$ cat config.mk
export PLATFORM = sky130hd
export DESIGN_NAME = fcm_convert_unit
export DESIGN_NICKNAME = d
export VERILOG_FILES = /design/src/verilog/fcm_pkg.sv /design/src/verilog/fcm_lead_norm.sv /design/src/verilog/fcm_convert_unit.sv
export SDC_FILE = /design/constraint.sdc
export NUM_CORES = 1
export LEC_CHECK = 0
export CORE_ASPECT_RATIO = 2
export CORE_UTILIZATION = 65
export CTS_CLUSTER_DIAMETER = 200
export DETAILED_ROUTE_END_ITERATION = 6
export DONT_BUFFER_PORTS = 1
export MAX_ROUTING_LAYER = met4
export PLACE_DENSITY = 0.86
export SKIP_LAST_GASP = 1
export SLEW_MARGIN = 0
export SYNTH_ARGS = -nofsm -noshare
export SYNTH_HDL_FRONTEND = slang
export SYNTH_SLANG_ARGS = --single-unit
export TNS_END_PERCENT = 10
$ cat constraint.sdc
create_clock -name sys_clk -period 14.75 [get_ports sys_clk]
set_input_delay 2.2125 -clock sys_clk [delete_from_list [all_inputs] [get_ports sys_clk]]
set_output_delay 2.2125 -clock sys_clk [all_outputs]
set_load 0.02 [all_outputs]
$ cat src/verilog/fcm_pkg.sv
// constants and carrier types for the float convert, mode and status unit
package fcm_pkg;
  // status word layout
  localparam int PREC_BIT = 7;
  localparam int LONG_BIT = 6;
  localparam int TRUNC_BIT = 5;
  localparam int FLAGS_LSB = 0;
  localparam logic [15:0] STATUS_RST = 16'h0000;
  // float word layout: sign, excess-128 exponent, hidden-bit fraction
  localparam int SIGN_BIT = 63;
  localparam int EXP_HI = 62;
  localparam int EXP_LO = 55;
  localparam logic [7:0] EXP_BIAS = 8'h80;
  localparam logic [7:0] EXP_ONE = 8'h01;
  localparam logic [7:0] INT_MAX_SHIFT = 8'h20;
  // largest integers for the range check
  localparam logic [31:0] INT_LIMIT_SHORT = 32'h0000_7fff;
  localparam logic [31:0] INT_LIMIT_LONG = 32'h7fff_ffff;
  // destination word counts
  localparam logic [2:0] WORDS_NONE = 3'h0;
  localparam logic [2:0] WORDS_ONE = 3'h1;
  localparam logic [2:0] WORDS_TWO = 3'h2;
  localparam logic [2:0] WORDS_FOUR = 3'h4;
  localparam logic [3:0] EXC_CODE_RST = 4'h0;
  localparam logic [15:0] EXC_ADDR_RST = 16'h0000;

  typedef enum logic [3:0] {
    OP_CONV_STORE,
    OP_INT_LOAD,
    OP_INT_STORE,
    OP_EXP_LOAD,
    OP_EXP_STORE,
    OP_CLEAR,
    OP_MAGNITUDE,
    OP_FLAG_TEST,
    OP_SINGLE_MODE,
    OP_DOUBLE_MODE,
    OP_SHORT_INT_MODE,
    OP_LONG_INT_MODE,
    OP_STATUS_LOAD,
    OP_STATUS_STORE,
    OP_EXCEPTION_STORE,
    OP_FLAG_COPY
  } fcm_op_t;

  typedef struct packed {
    fcm_op_t op;
    logic dst_reg;
    logic [31:0] src;
    logic [63:0] float_dest;
    logic [63:0] acc;
  } fcm_cmd_t;

  typedef struct packed {
    logic dst_wr;
    logic [2:0] dst_words;
    logic [63:0] dst_val;
    logic acc_wr;
    logic [63:0] acc_val;
  } fcm_res_t;

  typedef struct packed {
    logic n;
    logic z;
    logic v;
    logic c;
  } fcm_cc_t;
endpackage : fcm_pkg

$ cat src/verilog/fcm_lead_norm.sv
// leading-one finder and left normaliser for integer magnitudes
module fcm_lead_norm (
  input wire logic [31:0] mag_i, // unsigned magnitude
  output logic [31:0] norm_o,    // magnitude with leading one at bit 31
  output logic [4:0] pos_o,      // position of the leading one
  output logic zero_o            // magnitude is zero
);
  always_comb begin
    pos_o = 5'h00;
    for (int i = 0; i < 32; i++) begin
      if (mag_i[i]) begin
        pos_o = 5'(i);
      end
    end
    norm_o = mag_i << (5'h1f - pos_o);
    zero_o = (mag_i == 32'h0000_0000);
  end
endmodule : fcm_lead_norm

$ cat src/verilog/fcm_convert_unit.sv
// float convert, exponent, mode and status execution unit
// Overview of operation
// - single mode convert-store: value left aligned, lower half zero
// - double mode convert-store: reduce to single, truncate or round by mode
// - integer load: two's complement, 16 or 32 bits, result in current precision
// - long mode, register or immediate source: 16 bits upper, lower zeroed
// - 32-bit integer to single: keep only 24 most significant bits
// - long store to register or immediate: write only upper 16 bits
// - float-to-integer out of range: carry set, destination zero
// - float-to-integer always truncates, ignoring truncate mode
// - exponent load: sign kept, exponent is source plus 200 octal
// - exponent store: exponent minus 200 octal, two's complement
// - exponent store: clear C and V, set Z and N, both flag sets
// - magnitude: destination replaced by its absolute value in place
// - test: operand untouched, set Z and N, clear C and V
// - single mode clears precision bit, double mode sets it
// - short integer mode clears long bit, long mode sets it
// - status load copies source into status register
// - status store writes status register to destination
// - exception store: code first, address in following word
// - exception store to register or immediate: code only
// - flag copy moves float C, V, Z, N to CPU flags
// - integer limit is 2^15-1 short, 2^31-1 long
module fcm_convert_unit
  import fcm_pkg::*;
(
  input wire logic sys_clk,              // unit clock
  input wire logic rst_b,                // async reset, active low
  input wire logic cmd_valid,            // command strobe
  input wire fcm_pkg::fcm_cmd_t cmd_i,   // command and operands
  input wire logic exc_set,              // arithmetic side records an exception
  input wire logic [3:0] exc_code_in,    // exception code to record
  input wire logic [15:0] exc_addr_in,   // exception address to record
  output logic res_valid,                // result strobe
  output fcm_pkg::fcm_res_t res,         // result words
  output logic [15:0] fp_status,         // status register
  output fcm_pkg::fcm_cc_t cpu_cc,       // CPU condition flags
  output logic cpu_cc_wr                 // CPU flags updated
);
  import fcm_pkg::*;

  logic res_valid_q;
  fcm_res_t res_q;
  fcm_res_t res_d;
  logic [15:0] status_q;
  logic [15:0] status_d;
  fcm_cc_t cpu_cc_q;
  fcm_cc_t cc_d;
  logic cpu_wr_q;
  logic cpu_wr_d;
  logic [3:0] exc_code_q;
  logic [15:0] exc_addr_q;

  logic dbl;
  logic lng;
  logic trunc;
  logic [63:0] acc;
  logic [63:0] fdest;
  logic [2:0] fmt_words;

  assign acc = cmd_i.acc;
  assign fdest = cmd_i.float_dest;
  assign dbl = status_q[PREC_BIT];
  assign lng = status_q[LONG_BIT];
  assign trunc = status_q[TRUNC_BIT];
  assign fmt_words = dbl ? WORDS_FOUR : WORDS_TWO;

  // accumulator and destination classification
  logic acc_zero;
  logic acc_neg;
  logic dst_zero;
  assign acc_zero = (acc[EXP_HI:EXP_LO] == 8'h00);
  assign acc_neg = acc[SIGN_BIT] & ~acc_zero;
  assign dst_zero = (fdest[EXP_HI:EXP_LO] == 8'h00);

  // double to single reduction
  logic [31:0] rnd_sum;
  logic [31:0] rnd_single;
  logic rnd_ovf;
  assign rnd_sum = {1'b0, acc[62:32]} + {31'h0000_0000, acc[31] & ~trunc};
  assign rnd_ovf = rnd_sum[31];
  assign rnd_single = {acc[SIGN_BIT], rnd_sum[30:0]};

  // integer to float
  logic [31:0] ld_int;
  logic ld_neg;
  logic [31:0] ld_mag;
  logic [31:0] ld_norm;
  logic [4:0] ld_pos;
  logic ld_zero;
  logic [54:0] ld_frac;
  logic [7:0] ld_exp;
  logic [63:0] ld_val;

  always_comb begin
    if (!lng) begin
      ld_int = {{16{cmd_i.src[15]}}, cmd_i.src[15:0]};
    end else if (cmd_i.dst_reg) begin
      ld_int = {cmd_i.src[15:0], 16'h0000};
    end else begin
      ld_int = cmd_i.src;
    end
  end

  assign ld_neg = ld_int[31];
  assign ld_mag = ld_neg ? 32'(-ld_int) : ld_int;

  fcm_lead_norm u_norm (
    .mag_i(ld_mag),
    .norm_o(ld_norm),
    .pos_o(ld_pos),
    .zero_o(ld_zero)
  );

  // single keeps the 24 leading bits only, the rest is dropped
  assign ld_frac = dbl ? {ld_norm[30:0], 24'h00_0000} : {ld_norm[30:8], 32'h0000_0000};
  assign ld_exp = EXP_BIAS + EXP_ONE + {3'h0, ld_pos};
  assign ld_val = ld_zero ? 64'h0000_0000_0000_0000 : {ld_neg, ld_exp, ld_frac};

  // float to integer, always truncating
  logic [7:0] f_shift;
  logic f_small;
  logic f_big;
  logic [32:0] f_mant;
  logic [32:0] f_mag;
  logic [31:0] f_lim;
  logic f_oor;
  logic [31:0] f_int;
  logic [31:0] st_val;
  logic st_zero;
  logic st_neg;

  assign f_shift = acc[EXP_HI:EXP_LO] - EXP_BIAS;
  assign f_small = acc[EXP_HI:EXP_LO] <= EXP_BIAS;
  assign f_big = ~f_small & (f_shift > INT_MAX_SHIFT);
  assign f_mant = dbl ? {1'b1, acc[54:23]} : {1'b1, acc[54:32], 9'h000};
  // bits below the binary point fall away: no rounding here
  assign f_mag = f_mant >> (6'h21 - f_shift[5:0]);
  assign f_lim = lng ? INT_LIMIT_LONG : INT_LIMIT_SHORT;
  assign f_oor = ~f_small & (f_big | (f_mag > ({1'b0, f_lim} + {32'h0000_0000, acc[SIGN_BIT]})));
  always_comb begin
    if (f_small || f_oor) begin
      f_int = 32'h0000_0000;
    end else if (acc[SIGN_BIT]) begin
      f_int = 32'(-f_mag[31:0]);
    end else begin
      f_int = f_mag[31:0];
    end
  end
  assign st_val = (lng && cmd_i.dst_reg) ? {{16{f_int[31]}}, f_int[31:16]} :
                  (lng ? f_int : {{16{f_int[15]}}, f_int[15:0]});
  assign st_zero = (st_val == 32'h0000_0000);
  assign st_neg = st_val[31];

  // exponent load and store
  logic [7:0] le_exp;
  logic [7:0] se_val;
  assign le_exp = cmd_i.src[7:0] + EXP_BIAS;
  assign se_val = acc[EXP_HI:EXP_LO] - EXP_BIAS;

  always_comb begin
    res_d = '0;
    cc_d = status_q[FLAGS_LSB +: 4];
    cpu_wr_d = 1'b0;
    status_d = status_q;
    case (cmd_i.op)
      OP_CONV_STORE: begin
        res_d.dst_wr = 1'b1;
        if (!dbl) begin
          res_d.dst_val = {acc[63:32], 32'h0000_0000};
          res_d.dst_words = WORDS_FOUR;
        end else begin
          res_d.dst_val = {32'h0000_0000, rnd_single};
          res_d.dst_words = WORDS_TWO;
        end
        cc_d = '{n: acc_neg, z: acc_zero, v: dbl & rnd_ovf, c: 1'b0};
      end
      OP_INT_LOAD: begin
        res_d.acc_wr = 1'b1;
        res_d.acc_val = ld_val;
        cc_d = '{n: ~ld_zero & ld_neg, z: ld_zero, v: 1'b0, c: 1'b0};
      end
      OP_INT_STORE: begin
        res_d.dst_wr = 1'b1;
        res_d.dst_words = (lng && !cmd_i.dst_reg) ? WORDS_TWO : WORDS_ONE;
        res_d.dst_val = {32'h0000_0000, st_val};
        cc_d = '{n: st_neg, z: st_zero, v: 1'b0, c: f_oor};
        cpu_wr_d = 1'b1;
      end
      OP_EXP_LOAD: begin
        res_d.acc_wr = 1'b1;
        res_d.acc_val = {acc[SIGN_BIT], le_exp, acc[54:0]};
        cc_d = '{n: acc[SIGN_BIT] & (le_exp != 8'h00), z: le_exp == 8'h00, v: 1'b0, c: 1'b0};
      end
      OP_EXP_STORE: begin
        res_d.dst_wr = 1'b1;
        res_d.dst_words = WORDS_ONE;
        res_d.dst_val = {48'h0000_0000_0000, {8{se_val[7]}}, se_val};
        cc_d = '{n: se_val[7], z: se_val == 8'h00, v: 1'b0, c: 1'b0};
        cpu_wr_d = 1'b1;
      end
      OP_CLEAR: begin
        res_d.dst_wr = 1'b1;
        res_d.dst_words = fmt_words;
        cc_d = '{n: 1'b0, z: 1'b1, v: 1'b0, c: 1'b0};
      end
      OP_MAGNITUDE: begin
        res_d.dst_wr = 1'b1;
        res_d.dst_words = fmt_words;
        res_d.dst_val = dbl ? {1'b0, fdest[62:0]} : {32'h0000_0000, 1'b0, fdest[62:32]};
        cc_d = '{n: 1'b0, z: dst_zero, v: 1'b0, c: 1'b0};
      end
      OP_FLAG_TEST: begin
        cc_d = '{n: fdest[SIGN_BIT] & ~dst_zero, z: dst_zero, v: 1'b0, c: 1'b0};
      end
      OP_SINGLE_MODE: begin
        status_d[PREC_BIT] = 1'b0;
      end
      OP_DOUBLE_MODE: begin
        status_d[PREC_BIT] = 1'b1;
      end
      OP_SHORT_INT_MODE: begin
        status_d[LONG_BIT] = 1'b0;
      end
      OP_LONG_INT_MODE: begin
        status_d[LONG_BIT] = 1'b1;
      end
      OP_STATUS_LOAD: begin
        status_d = cmd_i.src[15:0];
        cc_d = cmd_i.src[FLAGS_LSB +: 4];
      end
      OP_STATUS_STORE: begin
        res_d.dst_wr = 1'b1;
        res_d.dst_words = WORDS_ONE;
        res_d.dst_val = {48'h0000_0000_0000, status_q};
      end
      OP_EXCEPTION_STORE: begin
        res_d.dst_wr = 1'b1;
        res_d.dst_words = cmd_i.dst_reg ? WORDS_ONE : WORDS_TWO;
        res_d.dst_val = {32'h0000_0000, exc_addr_q, 12'h000, exc_code_q};
      end
      OP_FLAG_COPY: begin
        cpu_wr_d = 1'b1;
      end
      default: begin
        res_d = '0;
      end
    endcase
    if (cmd_i.op != OP_STATUS_LOAD) begin
      status_d[FLAGS_LSB +: 4] = cc_d;
    end
  end

  always_ff @(posedge sys_clk or negedge rst_b) begin
    if (!rst_b) begin
      res_valid_q <= 1'b0;
      res_q <= '0;
    end else begin
      res_valid_q <= cmd_valid;
      res_q <= cmd_valid ? res_d : '0;
    end
  end

  always_ff @(posedge sys_clk or negedge rst_b) begin
    if (!rst_b) begin
      status_q <= STATUS_RST;
    end else if (cmd_valid) begin
      status_q <= status_d;
    end
  end

  // CPU flags mirror the float flags after the update
  always_ff @(posedge sys_clk or negedge rst_b) begin
    if (!rst_b) begin
      cpu_cc_q <= '0;
      cpu_wr_q <= 1'b0;
    end else begin
      cpu_wr_q <= cmd_valid & cpu_wr_d;
      if (cmd_valid && cpu_wr_d) begin
        cpu_cc_q <= status_d[FLAGS_LSB +: 4];
      end
    end
  end

  always_ff @(posedge sys_clk or negedge rst_b) begin
    if (!rst_b) begin
      exc_code_q <= EXC_CODE_RST;
      exc_addr_q <= EXC_ADDR_RST;
    end else if (exc_set) begin
      exc_code_q <= exc_code_in;
      exc_addr_q <= exc_addr_in;
    end
  end

  assign res_valid = res_valid_q;
  assign res = res_q;
  assign fp_status = status_q;
  assign cpu_cc = cpu_cc_q;
  assign cpu_cc_wr = cpu_wr_q;
endmodule : fcm_convert_unit

==> out/metrics.csv, run 1 <==
metric,value,unit
root_buffer,clkbuf_16,
ios,344,
yosysTopAreaCell,dfrtp_1,
grt_overflow_total,28,
ctsLongestPathBuffers,2,
cts_hold_buf,0,
htreeDepth,4,
grt_start_max_net_pins,176,
cts_setup_buffers,0,
netlist_area,16600,µm²
error_line,[ERROR GRT-0116] Global routing finished with congestion. Check the congestion regions in the DRC Viewer.,
fp.dieH,228,µm
ys_top_cells_by_area,"dfrtp_1 26%, mux2i_1 7.0%, mux2_2 6.6%, nand2_1 4.1%, nor2_1 4.1%",
status,did not finish,
synth_edf_count,0,
yosysSeqAreaShare,26.3,%
syn_inst,2026,
clock-sinks,175,
start_util,66.2,%
rows,82,
failed_stage,global routing,
ys_async_sr_fraction,100,%
grtUsageTotal,66.7,%
syn_area_per_cell,8.21,µm²
synth-seq-cells,175,
synth_cell_types,92,
synth_nets,2256,
grt_pass1_wl,127,mm
netlist.area_leader.share,26.3,%
cts_buffers,17,
cts_resized,0,
synthFlopType,dfrtp_1,
yosys_warnings,0,
grt_pass1_vias,19181,
routabilityCongestion,1.20,
pre_cts_ws,5.46,ns
post-dp-hpwl,57.7,mm
die_w,115,µm
portBuffers,0,
-- cell families after synthesis --
logic type	count (synthesis)	share of synthesized area, %
adder cells (fa/ha/maj)	41	3.08
AND/OR/NAND/NOR	679	19.9
flip-flops	175	26.3
XOR/XNOR	78	4.15
buffers and inverters	222	5.36
multiplexers	231	15.8
AO/OA/AOI/OAI	600	25.3
-- synthesized netlist by cell type (37+ instances only) --
cell type / number
nand2_1: 183
nor2_1: 181
dfrtp_1: 175
clkbuf_1: 138
a21oi_1: 123
mux2i_1: 117
mux2_2: 97
o21ai_0: 93
a22oi_1: 58
xnor2_1: 58
nand3_1: 57
inv_1: 42
ha_1: 41
nor3_1: 37
-- metrics by stage --
stage	hold WS (ns)	cell area, µm²	cells	utilization [%]
after detailed placement	0.499	16600	2213	66.0
after CTS	0.516	17200	2244	68.5
after floorplan	0.480	16600	2026	-
after global placement	0.492	16600	2213	66.0
-- layer usage --
layer  track usage [%]  GRT overflow
met3              37.4             0
met1              63.9             0
met2              88.3            11
met4              71.5            17
met5                 -             -
==> run 2: changes to the inputs <==
CORE_ASPECT_RATIO = unset   (was 2)
CORE_UTILIZATION = 40   (was 65)
CTS_CLUSTER_DIAMETER = unset   (was 200)
MAX_ROUTING_LAYER = unset   (was met4)
PLACE_DENSITY = unset   (was 0.86)
PLACE_DENSITY_LB_ADDON = 0.15   (was unset)
==> run 2 against run 1 <==
Compared with the run above: the flow now finishes without violations; area after synthesis is the same; synthesized cell count is the same.
==> out/metrics.csv, run 2 <==
metric,value,unit,change
ys_top_cells_by_area,"dfrtp_1 26%, mux2i_1 7.0%, mux2_2 6.6%, nand2_1 4.1%, nor2_1 4.1%",,
grt_overflow_total,0,,
slowest_delay,0.78,ns,
coreArea,40900,µm²,
critPathRequiredTime,15.07,ns,
arrival,9.34,ns,
dpl_cell_area,16800,µm²,+1.4%
cts_buffers,17,,unchanged
antenna_found_initial,2,,
yosysSeqAreaShare,26.3,%,unchanged
worstPathCellList,inv_1 -> ha_1 -> xor2_2 -> buf_4 -> mux2_2 -> o221a_2 -> a221oi_1 -> inv_1 -> ha_1 -> nand3_1 -> nor4_1 -> nand4_1 -> o22ai_1 -> a21oi_1 -> a21oi_1 -> nor2b_1 -> nand2_1 -> o21ai_1 -> nand4bb_1 -> nand3b_1 -> a41oi_1 -> o21ai_1,,
max-vdd-ir-drop,0.0686,mV,
syn_area_per_cell,8.21,µm²,unchanged
routabilityCongestion,1.02,,-15%
worstSetupStartpointType,primary input,,
cts_setup_buffers,0,,unchanged
die-area,42400,µm²,
avgRoutedWirePerCell,31.2,µm,
ctsLongestPathBuffers,2,,unchanged
final_area,17400,µm²,
synth_common_cells,"183 x nand2_1, 181 x nor2_1, 175 x dfrtp_1, 138 x clkbuf_1, 123 x a21oi_1",,
fin_ws,5.73,ns,
worst_pin_slew,1.30,ns,
portBuffers,0,,unchanged
cap_violations,0,,
cts_hold_buf,0,,unchanged
worstPathMaxFanout,50,,
pre_cts_ws,5.52,ns,+0.0619 ns
cts_tree,yes,,
drive_gt1_share,11.2,%,
final_common_cell,nand2_1,,
synth_cell_types,92,,unchanged
placed_cells,2408,,+8.8%
grtUsageTotal,34.9,%,
firstDrtPassIters,6,,
slowest_stage,nor2b_1,,
cellPowerDensity,107,nW/µm²,
critPathKind,in2reg,,
wirelength,76.2,mm,
period_minus_slack,9.02,ns,
synth-seq-cells,175,,unchanged
drtIter0Drc,2379,,
yosys_warnings,0,,unchanged
htreeDepth,4,,unchanged
p_total,1.86,mW,
slew_viol_final,0,,
clk_latency,0.47,ns,
yosysMostFrequentCell,nand2_1,,
clk_pin_slew,0.08,ns,
start_util,40.6,%,-26 points
fin_crit_sh,61.2,%,
drc,0,,
ant_nets,0,,
fin_skew,0.0187,ns,
fin_setup_tns,0,ns,
netlist.area_leader.share,26.3,%,unchanged
grt_start_max_net_pins,176,,
max_freq,111,MHz,
clock-sinks,175,,unchanged
slew_headroom,11.2,%,
fin_cells,2440,,
synthFlopType,dfrtp_1,,
root_buffer,clkbuf_16,,
min_path_type,reg2reg,,
ys_async_sr_fraction,100,%,unchanged
area_growth,4.60,%,
syn_inst,2026,,unchanged
grt_pass1_vias,15916,,
post-dp-hpwl,57.0,mm,-1.1%
leakagePower,7.16,nW,
endpoint_kind,register,,
final_util,42.5,%,
antennaDiodeCount,0,,
hold_ws,0.512,ns,
rows,74,,-9.8%
rsz0062_at_grt,no,,
finalSetupViolations,0,,
vias,16945,,
netlist_area,16600,µm²,unchanged
status,completed,,
layout_common_cells,"182 x nand2_1, 180 x nor2_1, 173 x dfrtp_1",,
yosysTopAreaCell,dfrtp_1,,
cts_resized,0,,unchanged
die_w,206,µm,+79%
synth_nets,2256,,unchanged
viasPerCell,6.94,,
nets,2125,,
finalHoldViolCount,0,,
synth_edf_count,0,,unchanged
largest_register_ffs,133,,
fp.dieH,206,µm,-9.8%
grt_pass1_wl,108,mm,
ios,344,,unchanged
run 2: cell counts after synthesis:
No cell type changed its count.
run 2: kinds of logic after synthesis:
logic type      after synthesis  synth area share (%)
simple gates                679                  19.9
xor+xnor                     78                  4.15
mux                         231                  15.8
flops                       175                  26.3
compound gates              600                  25.3
fa+ha+maj                    41                  3.08
buf+inv                     222                  5.36
run 2: cell type report:
class / instances / area (µm²)
well taps: 532 / 666
clock buffers: 19 / 443
inverters: 45 / 169
clock inverters: 13 / 126
fillers: 4120 / 23500
flip-flops and latches: 175 / 4380
multi-input cells: 1629 / 11400
repair buffers: 27 / 203
run 2: worst paths after layout:
| check | start | endpoint | slack (ns) | depth (start not counted) |
|---|---|---|---|---|
| worst max-delay path | cmd_i[56] | cpu_cc[2] | 5.73 | 22 |
| worst min-delay path | exc_addr_q[15] | exc_addr_q[15] | 0.51 | 1 |
| worst max register to register | fp_status[6] | res[53] | 8.14 | 19 |
| worst min register to register | exc_addr_q[15] | exc_addr_q[15] | 0.51 | 1 |
| max in group asynchronous | rst_b | fp_status[6] | 12.81 | 0 |
| min in group asynchronous | rst_b | res[88] | 1.44 | 0 |
run 2: report_power, final:
part / leakage, nW / switching [mW] / total [mW] / internal (mW)
Combinational: 4.53 / 0.545 / 0.851 / 0.306
Sequential: 2.36 / 0.0512 / 0.551 / 0.500
Clock: 0.273 / 0.229 / 0.457 / 0.228
Total: 7.16 / 0.825 / 1.86 / 1.03
run 2: critical path, delay by kind of cell:
| kind | cells | cell delay [ns] |
|---|---|---|
| xor+xnor | 1 | 0.16 |
| mux | 1 | 0.40 |
| fa+ha+maj | 2 | 0.79 |
| simple gates | 7 | 1.71 |
| buf+inv | 3 | 1.25 |
| compound gates | 8 | 2.76 |
run 2: metal layers:
metal	up-vias	part of all wire [%]	routed length [µm]	global-route usage, %
met5	-	0.035	27	0
met4	4	5.7	4320	19.0
met3	239	9.9	7570	7.77
met2	1068	46	35300	56.5
met1	8243	38	29000	43.0
li1	7391	-	-	-
No activity file was read; power rests on OpenSTA's default activity.
